File: src/common/supply_mode_defs.vh
// Constants for the supply, mode, reset and limp-home sequencer.
// Assumes a 25 MHz core clock and a 32-bit APB register port.
//
// How it works
// - Every reset restores registers and error flags
// - Serial access works while logic supply valid, except during soft reset delay
// - First frame after reset flags transfer error
// - Mux select 111 forces stand-by, channels off unless in limp-home
// - Idle: supply present, channels off, select differs
// - Limp-home input wakes device, pins drive channels
// - Soft reset bit equals power-on reset
// - Limp-home needs input high for ack time
// - Limp-home reset only with supply monitor set
// - Limp-home: pinned channels follow pins OR output register, others off
// - Limp-home: reads work, writes are discarded
// - Protection retries unlimited without logic supply
// - Current sense disabled during limp-home
// - Switch supply undervoltage forces outputs off
// - Limp-home forces OR input combination
`ifndef SUPPLY_MODE_DEFS_VH
`define SUPPLY_MODE_DEFS_VH

// ----------------------------------------------------------------
// Register byte offsets
// ----------------------------------------------------------------
`define OFS_CTRL        12'h000
`define OFS_MUX         12'h004
`define OFS_OUTREG      12'h008
`define OFS_STATUS      12'h00c
`define OFS_IRQ_STAT    12'h010
`define OFS_IRQ_MASK    12'h014
`define OFS_RETRY       12'h018

// ----------------------------------------------------------------
// Field positions and reset values
// ----------------------------------------------------------------
`define CTRL_SOFT_RST   0
`define CTRL_COMBINE    1
`define MUX_STANDBY     3'h7
`define MUX_RST         3'h7
`define OUT_RST         4'h0
`define RETRY_RST       4'h3
`define ST_STANDBY      0
`define ST_IDLE         1
`define ST_LIMP         2
`define ST_TER          3
`define ST_SUPMON       4
`define ST_LATCHED      8
`define EV_LIMP_ENTRY   0
`define EV_LATCH        1
`define EV_UV           2
`define EV_STANDBY      3

// ----------------------------------------------------------------
// Timing
// ----------------------------------------------------------------
`define CLK_MHZ         25
`define LIMP_ACK_MIN_US 5
`define LIMP_ACK_MAX_US 200
`define LIMP_ACK_CYC    (`LIMP_ACK_MIN_US * `CLK_MHZ)
`define SOFT_RST_US     100
`define SOFT_RST_CYC    (`SOFT_RST_US * `CLK_MHZ)
`define WAKEUP_US       200
`define WAKEUP_CYC      (`WAKEUP_US * `CLK_MHZ)
`define PROT_RETRY_CYC  16'd1000

`endif

File: src/level_sync.v
// Two-flop synchroniser for asynchronous input levels.
// Assumes inputs are quasi-static compared with the core clock.
module level_sync #(
  parameter W = 1
) (
  input  wire         core_clk,  // Core clock
  input  wire         rstn,      // Async reset, active low
  input  wire [W-1:0] async_in,  // Asynchronous levels
  output wire [W-1:0] sync_out   // Synchronised levels
);
  reg [W-1:0] meta_r;
  reg [W-1:0] sync_r;

  // ----------------------------------------------------------------
  // Sync chain
  // ----------------------------------------------------------------
  // First stage feeds only the second stage
  always @(posedge core_clk or negedge rstn) begin
    if (!rstn) begin
      meta_r <= {W{1'b0}};
      sync_r <= {W{1'b0}};
    end else begin
      meta_r <= async_in;
      sync_r <= meta_r;
    end
  end

  assign sync_out = sync_r;
endmodule // level_sync

File: src/high_timer.v
// Counts how long a synchronised level stays high.
// Assumes input already synchronised to core_clk.
module high_timer #(
  parameter W = 16
) (
  input  wire         core_clk,  // Core clock
  input  wire         rstn,      // Async reset, active low
  input  wire         level_in,  // Synchronised level
  input  wire [W-1:0] terminal,  // Terminal count
  output reg          qualified  // High once level held long enough
);
  reg [W-1:0] cnt_r;

  // ----------------------------------------------------------------
  // Counter
  // ----------------------------------------------------------------
  // Any low cycle restarts, so glitches never qualify
  always @(posedge core_clk or negedge rstn) begin
    if (!rstn) begin
      cnt_r     <= {W{1'b0}};
      qualified <= 1'b0;
    end else if (!level_in) begin
      cnt_r     <= {W{1'b0}};
      qualified <= 1'b0;
    end else if (cnt_r >= terminal) begin
      qualified <= 1'b1;
    end else begin
      cnt_r <= cnt_r + {{(W-1){1'b0}}, 1'b1};
    end
  end
endmodule // high_timer

File: src/supply_mode_reset_limp_home.v
// Supply mode, reset and limp-home sequencer with APB registers.
// Assumes APB master on core_clk; supply and pin levels are async.
//
// The APB interface to the registers and the address map were chosen for this implementation.
`include "supply_mode_defs.vh"

module supply_mode_reset_limp_home #(
  parameter NCH       = 4,
  parameter [NCH-1:0] PIN_MASK = 4'hf,
  parameter ACK_CYC   = `LIMP_ACK_CYC,
  parameter RST_CYC   = `SOFT_RST_CYC
) (
  input  wire           core_clk,             // Core clock 25 MHz
  input  wire           rstn,                 // Async reset, active low
  input  wire           psel,                 // APB select
  input  wire           penable,              // APB enable
  input  wire           pwrite,               // APB write
  input  wire [11:0]    paddr,                // APB byte address
  input  wire [31:0]    pwdata,               // APB write data
  output wire           pready,               // APB ready
  output reg  [31:0]    prdata,               // APB read data
  output wire           pslverr,              // APB error
  input  wire           logic_supply_ok,      // Logic supply valid
  input  wire           supply_monitor_flag,  // Switch supply above monitor
  input  wire           switch_uv,            // Switch supply undervoltage
  input  wire           limp_home_input,      // Limp-home pin
  input  wire [NCH-1:0] direct_channel_input, // Direct input pins
  input  wire [NCH-1:0] channel_fault,        // Per-channel overload
  input  wire           frame_done,           // Serial frame shifted out
  output reg  [NCH-1:0] channel_output,       // Channel on commands
  output reg            sense_enable,         // Current sense enable
  output wire           serial_ready,         // Serial access allowed
  output wire           irq                   // Interrupt level
);
  // ----------------------------------------------------------------
  // Input synchronisation
  // ----------------------------------------------------------------
  wire [NCH+4:0] sync_w;
  level_sync #(.W(NCH+5)) u_sync (
    .core_clk (core_clk),
    .rstn     (rstn),
    .async_in ({direct_channel_input, limp_home_input, logic_supply_ok,
                supply_monitor_flag, switch_uv, frame_done}),
    .sync_out (sync_w)
  );
  wire [NCH-1:0] pin_s   = sync_w[NCH+4:5];
  wire           limp_s  = sync_w[4];
  wire           vdd_s   = sync_w[3];
  wire           smon_s  = sync_w[2];
  wire           uv_s    = sync_w[1];
  wire           frame_s = sync_w[0];

  // Limp-home high time qualification
  wire limp_ack;
  high_timer #(.W(16)) u_limp_timer (
    .core_clk  (core_clk),
    .rstn      (rstn),
    .level_in  (limp_s),
    .terminal  (ACK_CYC[15:0]),
    .qualified (limp_ack)
  );

  // ----------------------------------------------------------------
  // Registers
  // ----------------------------------------------------------------
  reg  [2:0]     mux_r;
  reg  [NCH-1:0] out_r;
  reg            combine_r;
  reg  [3:0]     retry_lim_r;
  reg  [3:0]     irq_stat_r;
  reg  [3:0]     irq_mask_r;
  reg            ter_r;
  reg            limp_r;
  reg  [NCH-1:0] latched_r;
  reg  [3:0]     retry_cnt_r [0:NCH-1];
  reg  [15:0]    rst_cnt_r;
  reg            frame_d_r;
  reg            limp_ack_d_r;
  reg            uv_d_r;
  reg            stb_d_r;
  reg  [NCH-1:0] fault_d_r;

  wire standby   = (mux_r == `MUX_STANDBY);
  wire idle      = vdd_s && !standby && (channel_output == {NCH{1'b0}});
  wire rst_busy  = (rst_cnt_r != 16'd0);
  wire wr_en     = psel && penable && pwrite && vdd_s;
  wire rd_en     = psel && penable && !pwrite;
  wire limp_entry = limp_ack && !limp_ack_d_r && smon_s;
  wire sw_reset  = wr_en && !limp_r && !rst_busy && (paddr == `OFS_CTRL)
                   && pwdata[`CTRL_SOFT_RST];
  // Writes drop silently during limp-home or reset delay
  wire wr_ok     = wr_en && !limp_r && !rst_busy;
  wire frame_end = frame_s && !frame_d_r;
  wire uv_rise   = uv_s && !uv_d_r;

  // Interrupt events
  wire [3:0] ev;
  assign ev[`EV_LIMP_ENTRY] = limp_entry;
  assign ev[`EV_LATCH]      = |(channel_fault & ~fault_d_r & ~latched_r);
  assign ev[`EV_UV]         = uv_rise;
  assign ev[`EV_STANDBY]    = standby && !stb_d_r;

  // Decode known offsets
  function is_mapped;
    input [11:0] a;
    begin
      is_mapped = (a == `OFS_CTRL) || (a == `OFS_MUX) || (a == `OFS_OUTREG) ||
                  (a == `OFS_STATUS) || (a == `OFS_IRQ_STAT) ||
                  (a == `OFS_IRQ_MASK) || (a == `OFS_RETRY);
    end
  endfunction

  assign pready       = 1'b1;
  assign pslverr      = psel && penable && !is_mapped(paddr);
  assign serial_ready = vdd_s && !rst_busy;
  assign irq          = |(irq_stat_r & irq_mask_r);

  // ----------------------------------------------------------------
  // Register file, reset sources and flags
  // ----------------------------------------------------------------
  // Soft reset and qualified limp entry clear like power-on, except irq status takes this cycle's events
  always @(posedge core_clk or negedge rstn) begin
    if (!rstn) begin
      mux_r        <= `MUX_RST;
      out_r        <= `OUT_RST;
      combine_r    <= 1'b0;
      retry_lim_r  <= `RETRY_RST;
      irq_mask_r   <= 4'h0;
      irq_stat_r   <= 4'h0;
      ter_r        <= 1'b1;
      rst_cnt_r    <= 16'd0;
    end else if (sw_reset || limp_entry || !vdd_s) begin
      mux_r        <= `MUX_RST;
      out_r        <= `OUT_RST;
      combine_r    <= 1'b0;
      retry_lim_r  <= `RETRY_RST;
      irq_mask_r   <= 4'h0;
      irq_stat_r   <= ev;
      ter_r        <= 1'b1;
      rst_cnt_r    <= sw_reset ? RST_CYC[15:0] : 16'd0;
    end else begin
      if (rst_busy)
        rst_cnt_r <= rst_cnt_r - 16'd1;
      if (frame_end)
        ter_r <= 1'b0;
      if (wr_ok && paddr == `OFS_CTRL)
        combine_r <= pwdata[`CTRL_COMBINE];
      if (wr_ok && paddr == `OFS_MUX)
        mux_r <= pwdata[2:0];
      if (wr_ok && paddr == `OFS_OUTREG)
        out_r <= pwdata[NCH-1:0];
      if (wr_ok && paddr == `OFS_IRQ_MASK)
        irq_mask_r <= pwdata[3:0];
      if (wr_ok && paddr == `OFS_RETRY)
        retry_lim_r <= pwdata[3:0];
      // Set wins over write-one-to-clear
      if (wr_ok && paddr == `OFS_IRQ_STAT)
        irq_stat_r <= (irq_stat_r & ~pwdata[3:0]) | ev;
      else
        irq_stat_r <= irq_stat_r | ev;
    end
  end

  // ----------------------------------------------------------------
  // Limp-home mode and edge history
  // ----------------------------------------------------------------
  // Mode holds while pin stays high; works without logic supply
  always @(posedge core_clk or negedge rstn) begin
    if (!rstn) begin
      limp_r       <= 1'b0;
      frame_d_r    <= 1'b0;
      limp_ack_d_r <= 1'b0;
      uv_d_r       <= 1'b0;
      stb_d_r      <= 1'b0;
      fault_d_r    <= {NCH{1'b0}};
    end else begin
      if (!limp_s)
        limp_r <= 1'b0;
      else if (limp_ack)
        limp_r <= 1'b1;
      frame_d_r    <= frame_s;
      limp_ack_d_r <= limp_ack;
      uv_d_r       <= uv_s;
      stb_d_r      <= standby;
      fault_d_r    <= channel_fault;
    end
  end

  // ----------------------------------------------------------------
  // Protection retry and latch-off
  // ----------------------------------------------------------------
  // Limit only applies with logic supply; otherwise retry forever
  integer i;
  always @(posedge core_clk or negedge rstn) begin
    if (!rstn) begin
      latched_r <= {NCH{1'b0}};
      for (i = 0; i < NCH; i = i + 1)
        retry_cnt_r[i] <= 4'h0;
    end else if (sw_reset || limp_entry) begin
      latched_r <= {NCH{1'b0}};
      for (i = 0; i < NCH; i = i + 1)
        retry_cnt_r[i] <= 4'h0;
    end else begin
      for (i = 0; i < NCH; i = i + 1) begin
        if (channel_fault[i] && !fault_d_r[i] && !latched_r[i]) begin
          if (!vdd_s)
            retry_cnt_r[i] <= 4'h0;
          else if (retry_cnt_r[i] >= retry_lim_r)
            latched_r[i] <= 1'b1;
          else
            retry_cnt_r[i] <= retry_cnt_r[i] + 4'h1;
        end
        if (!vdd_s)
          latched_r[i] <= 1'b0;
      end
    end
  end

  // ----------------------------------------------------------------
  // Channel drive and current sense
  // ----------------------------------------------------------------
  reg [NCH-1:0] chan_nxt;
  always @* begin
    if (uv_s)
      chan_nxt = {NCH{1'b0}};
    else if (limp_r)
      chan_nxt = (out_r | pin_s) & PIN_MASK;
    else if (!vdd_s || standby)
      chan_nxt = {NCH{1'b0}};
    else if (combine_r)
      chan_nxt = out_r & pin_s & PIN_MASK;
    else
      chan_nxt = out_r | (pin_s & PIN_MASK);
    chan_nxt = chan_nxt & ~latched_r;
  end

  // Registered drive keeps outputs glitch free
  always @(posedge core_clk or negedge rstn) begin
    if (!rstn) begin
      channel_output <= {NCH{1'b0}};
      sense_enable   <= 1'b0;
    end else begin
      channel_output <= chan_nxt;
      sense_enable   <= vdd_s && !standby && !limp_r;
    end
  end

  // ----------------------------------------------------------------
  // Read mux
  // ----------------------------------------------------------------
  // Reads stay available in limp-home
  always @(posedge core_clk or negedge rstn) begin
    if (!rstn) begin
      prdata <= 32'h0000_0000;
    end else if (psel && !penable && !pwrite) begin
      case (paddr)
        `OFS_CTRL:     prdata <= {30'h0, combine_r, 1'b0};
        `OFS_MUX:      prdata <= {29'h0, mux_r};
        `OFS_OUTREG:   prdata <= {28'h0, out_r};
        `OFS_STATUS:   prdata <= {20'h0, latched_r, 3'h0, smon_s, ter_r,
                                  limp_r, idle, standby};
        `OFS_IRQ_STAT: prdata <= {28'h0, irq_stat_r};
        `OFS_IRQ_MASK: prdata <= {28'h0, irq_mask_r};
        `OFS_RETRY:    prdata <= {28'h0, retry_lim_r};
        default:       prdata <= 32'h0000_0000;
      endcase
    end
  end

  wire unused_rd = rd_en;
endmodule // supply_mode_reset_limp_home

File: config.mk
export PLATFORM = sky130hd
export DESIGN_NAME = supply_mode_reset_limp_home
export DESIGN_NICKNAME = d
export VERILOG_FILES = /design/src/level_sync.v /design/src/high_timer.v /design/src/supply_mode_reset_limp_home.v
export VERILOG_INCLUDE_DIRS = /design/src /design/src/common
export SDC_FILE = /design/constraint.sdc
export NUM_CORES = 1
export LEC_CHECK = 0
export BUFFER_PORTS_ARGS = -buffer_cell sky130_fd_sc_hd__buf_2
export CAP_MARGIN = 0
export CORE_MARGIN = 2
export CORE_UTILIZATION = 35
export CTS_BUF_LIST = sky130_fd_sc_hd__clkbuf_4
export CTS_CLUSTER_DIAMETER = 50
export DETAILED_ROUTE_END_ITERATION = 7
export GPL_TIMING_DRIVEN = 0
export PLACE_DENSITY_LB_ADDON = 0.25
export SLEW_MARGIN = 20
export SYNTH_ARGS = -nofsm -noshare
export SYNTH_HDL_FRONTEND = slang
export SYNTH_SLANG_ARGS = --single-unit
export TNS_END_PERCENT = 10
File: constraint.sdc
create_clock -name core_clk -period 6.8 [get_ports core_clk]
set_clock_uncertainty 0.05 [all_clocks]
set_input_delay 0.68 -clock core_clk [delete_from_list [all_inputs] [get_ports core_clk]]
set_output_delay 0.68 -clock core_clk [all_outputs]
set_load 0.05 [all_outputs]
==> out/qor.csv <==
metric;value;unit
fin_tns_setup;0;ns
rsz0062_at_grt;false;
rr_endpoint;latched_r[2];
dp_hpwl;10100;µm
slew_viol_final;0;
leakage;3.24;nW
ant_nets;0;
track_usage;0.162;
crit_type;reg -> out;
drc;0;
core;0.0165;mm²
cts_tree;yes;
cts.sinks;115;
clock-root-buffer;clkbuf_4;
setup_viol;0;
fin_crit_sh;0.461;
cp-start-kind;register;
synthCells;578;
drtPass1Iterations;5;
h-tree-depth;4;
vias;4617;
num_rows;47;
clk_pin_slew;0.12;ns
cts_resized;0;
total_power;1.93;mW
chipHeight;134;µm
crit_chain;or3_1 -> or4b_1 -> nor2_1 -> buf_2;
gp_congestion;0.873;
critPathCaptureType;output port;
cp_slowest_cell;or4b_1;
io_buffers;49;
ys_seq_area_frac;0.489;
final_cell_mix;dfrtp_1, nand2_1, buf_2, nor2_1, a21oi_1;
ios;103;
min_period;3.13;ns
drtIter0Drc;332;
r2r_cells;8;
cp_data_required_time;6.07;ns
grt_max_degree;82;
routed_wl;13900;µm
finalHoldViolations;0;
tightest_slew;0.841;ns
ys_warn_count;0;
worst-path-buf-inv;1;
fin_nets;757;
outcome;finished clean;
die_x;134;µm
post_cts_buffers;0;
clk_latency;0.53;ns
critPathTopFamily;simple AND/OR/NAND/NOR gates;
fmax;0.319;GHz
grt_pass1_wl;22800;µm
floorplan.initialDensity;0.357;
synth.distinct_cells;59;
synthesis.area;0.00590;mm²
grt_overflow;0;
hold_start;direct_channel_input[2];
min_path_type;in -> reg;
avgSynthCellArea;10.2;µm²
n_fill_cell;1609;
critPathArrivalTime;2.40;ns
drive_gt1_frac;0.218;
synth_edf_count;0;
rr_startpoint;rst_cnt_r[0];
fin_worst_hold_slack;0.194;ns
regToRegSetupSlack;4.05;ns
path_max_fanout;5;
cts_max_path_buffers;2;
synth_ff_type;dfrtp_1;
async_reset_ff_frac;1.00;
ctsHoldBuffers;1;
critical_path.max_stage_delay;0.55;ns
hold_path_depth;1;
ir_drop;0.127;mV
syn2layout_area_growth;16.6;%
numCtsBuffers;17;
vias_per_cell;5.10;
layout_commonest_cell;dfrtp_1;
first_global_vias;4503;
synth-seq-cells;115;
min_to;u_sync.meta_r[7];
powerDensity;280;mW/mm²
wire_per_inst;15.4;µm
antenna_found_initial;3;
drv_cap;0;
slew_headroom;0.434;
die_area;0.0179;mm²
## how the worst max path moves through the flow
| stage | start | to | slack [ns] | cells past startpoint |
|---|---|---|---|---|
| 6_report | rst_cnt_r[3] | serial_ready | 3.67 | 4 |
| 5_1_grt | rst_cnt_r[3] | serial_ready | 3.48 | 4 |
| 4_1_cts | rst_cnt_r[3] | serial_ready | 3.60 | 4 |
| 3_5_place_dp | paddr[7] | latched_r[0] | 3.41 | 8 |
| 3_3_place_gp | paddr[7] | latched_r[0] | 3.44 | 8 |
| 2_1_floorplan | paddr[4] | pslverr | 3.90 | 4 |
## worst reg2reg max path: cells and delay by family (launching register included)
kind                     cells  cell delay [ns]
AND/OR/NAND/NOR              4             1.50
flip-flops                   1             0.41
buffers and inverters        2             0.37
adder cells (fa/ha/maj)      1             0.18
AO/OA/AOI/OAI                1             0.14
## routing by layer
layer,wire length [µm],vias up,global-route usage
met5,0,-,0
met4,210,0,0.0520
met3,754,15,0.0491
li1,-,2198,-
met2,6430,134,0.255
met1,6540,2270,0.216
## cells by family (layout without fill, tap and decap cells)
logic type,count (synthesis),in the layout,share of synthesized area
other,2,27,0.00127
XOR/XNOR,18,18,0.0267
multiplexers,27,27,0.0460
adder cells (fa/ha/maj),25,25,0.0530
AO/OA/AOI/OAI,93,93,0.105
AND/OR/NAND/NOR,234,234,0.221
flip-flops,115,115,0.489
buffers and inverters,64,147,0.0585
## Yosys cell counts (15+ instances only)
| master | count | area, µm² |
|---|---|---|
| dfrtp_1 | 109 | 2730 |
| nand2_1 | 63 | 236 |
| nor2_1 | 42 | 158 |
| a21oi_1 | 31 | 155 |
| buf_4 | 27 | 203 |
| mux2i_1 | 26 | 260 |
| ha_1 | 25 | 313 |
| inv_1 | 22 | 82.6 |
| nand3_1 | 19 | 95.1 |
| and2_1 | 15 | 93.8 |
| o21ai_0 | 15 | 75.1 |
## sequential cells by signal, indices dropped and copies added, names as in the netlist, 3 cells and up
| register | flops |
|---|---|
| channel_output | 4 |
| fault_d_r | 4 |
| irq_mask_r | 4 |
| irq_stat_r | 4 |
| latched_r | 4 |
| mux_r | 3 |
| out_r | 4 |
| prdata | 9 |
| retry_cnt_r | 16 |
| retry_lim_r | 4 |
| rst_cnt_r | 16 |
| u_limp_timer.cnt_r | 16 |
| u_sync.meta_r | 9 |
| u_sync.sync_out | 9 |
## layout make-up
cell class | count | area (µm²) | share of cell area
diodes | 3 | 7.51 | 0.00109
plain buffers | 42 | 263 | 0.0382
clock buffers | 17 | 128 | 0.0185
clock inverters | 15 | 184 | 0.0267
inverters | 22 | 82.6 | 0.0120
multi-input cells | 421 | 2770 | 0.402
flip-flops and latches | 115 | 2890 | 0.419
well taps | 220 | 275 | 0.0400
repair buffers | 51 | 289 | 0.0420
## where the power goes
part           leakage [nW]  switching (mW)  internal, mW
Clock                 0.147           0.284         0.257
Sequential             1.50          0.0908         0.756
Combinational          1.60           0.312         0.227
## through the flow
step                instance area (µm²)  setup WS (ns)  std cells   util
floorplan                          5990           3.90        600      -
global placement                   6510           3.44        869  0.394
detailed placement                 6540           3.41        870  0.396
CTS                                6860           3.60        903  0.415
global route                       6880           3.48        905  0.416
finish                             6880           3.67        906  0.416
Power figures use the tool's default switching activity.
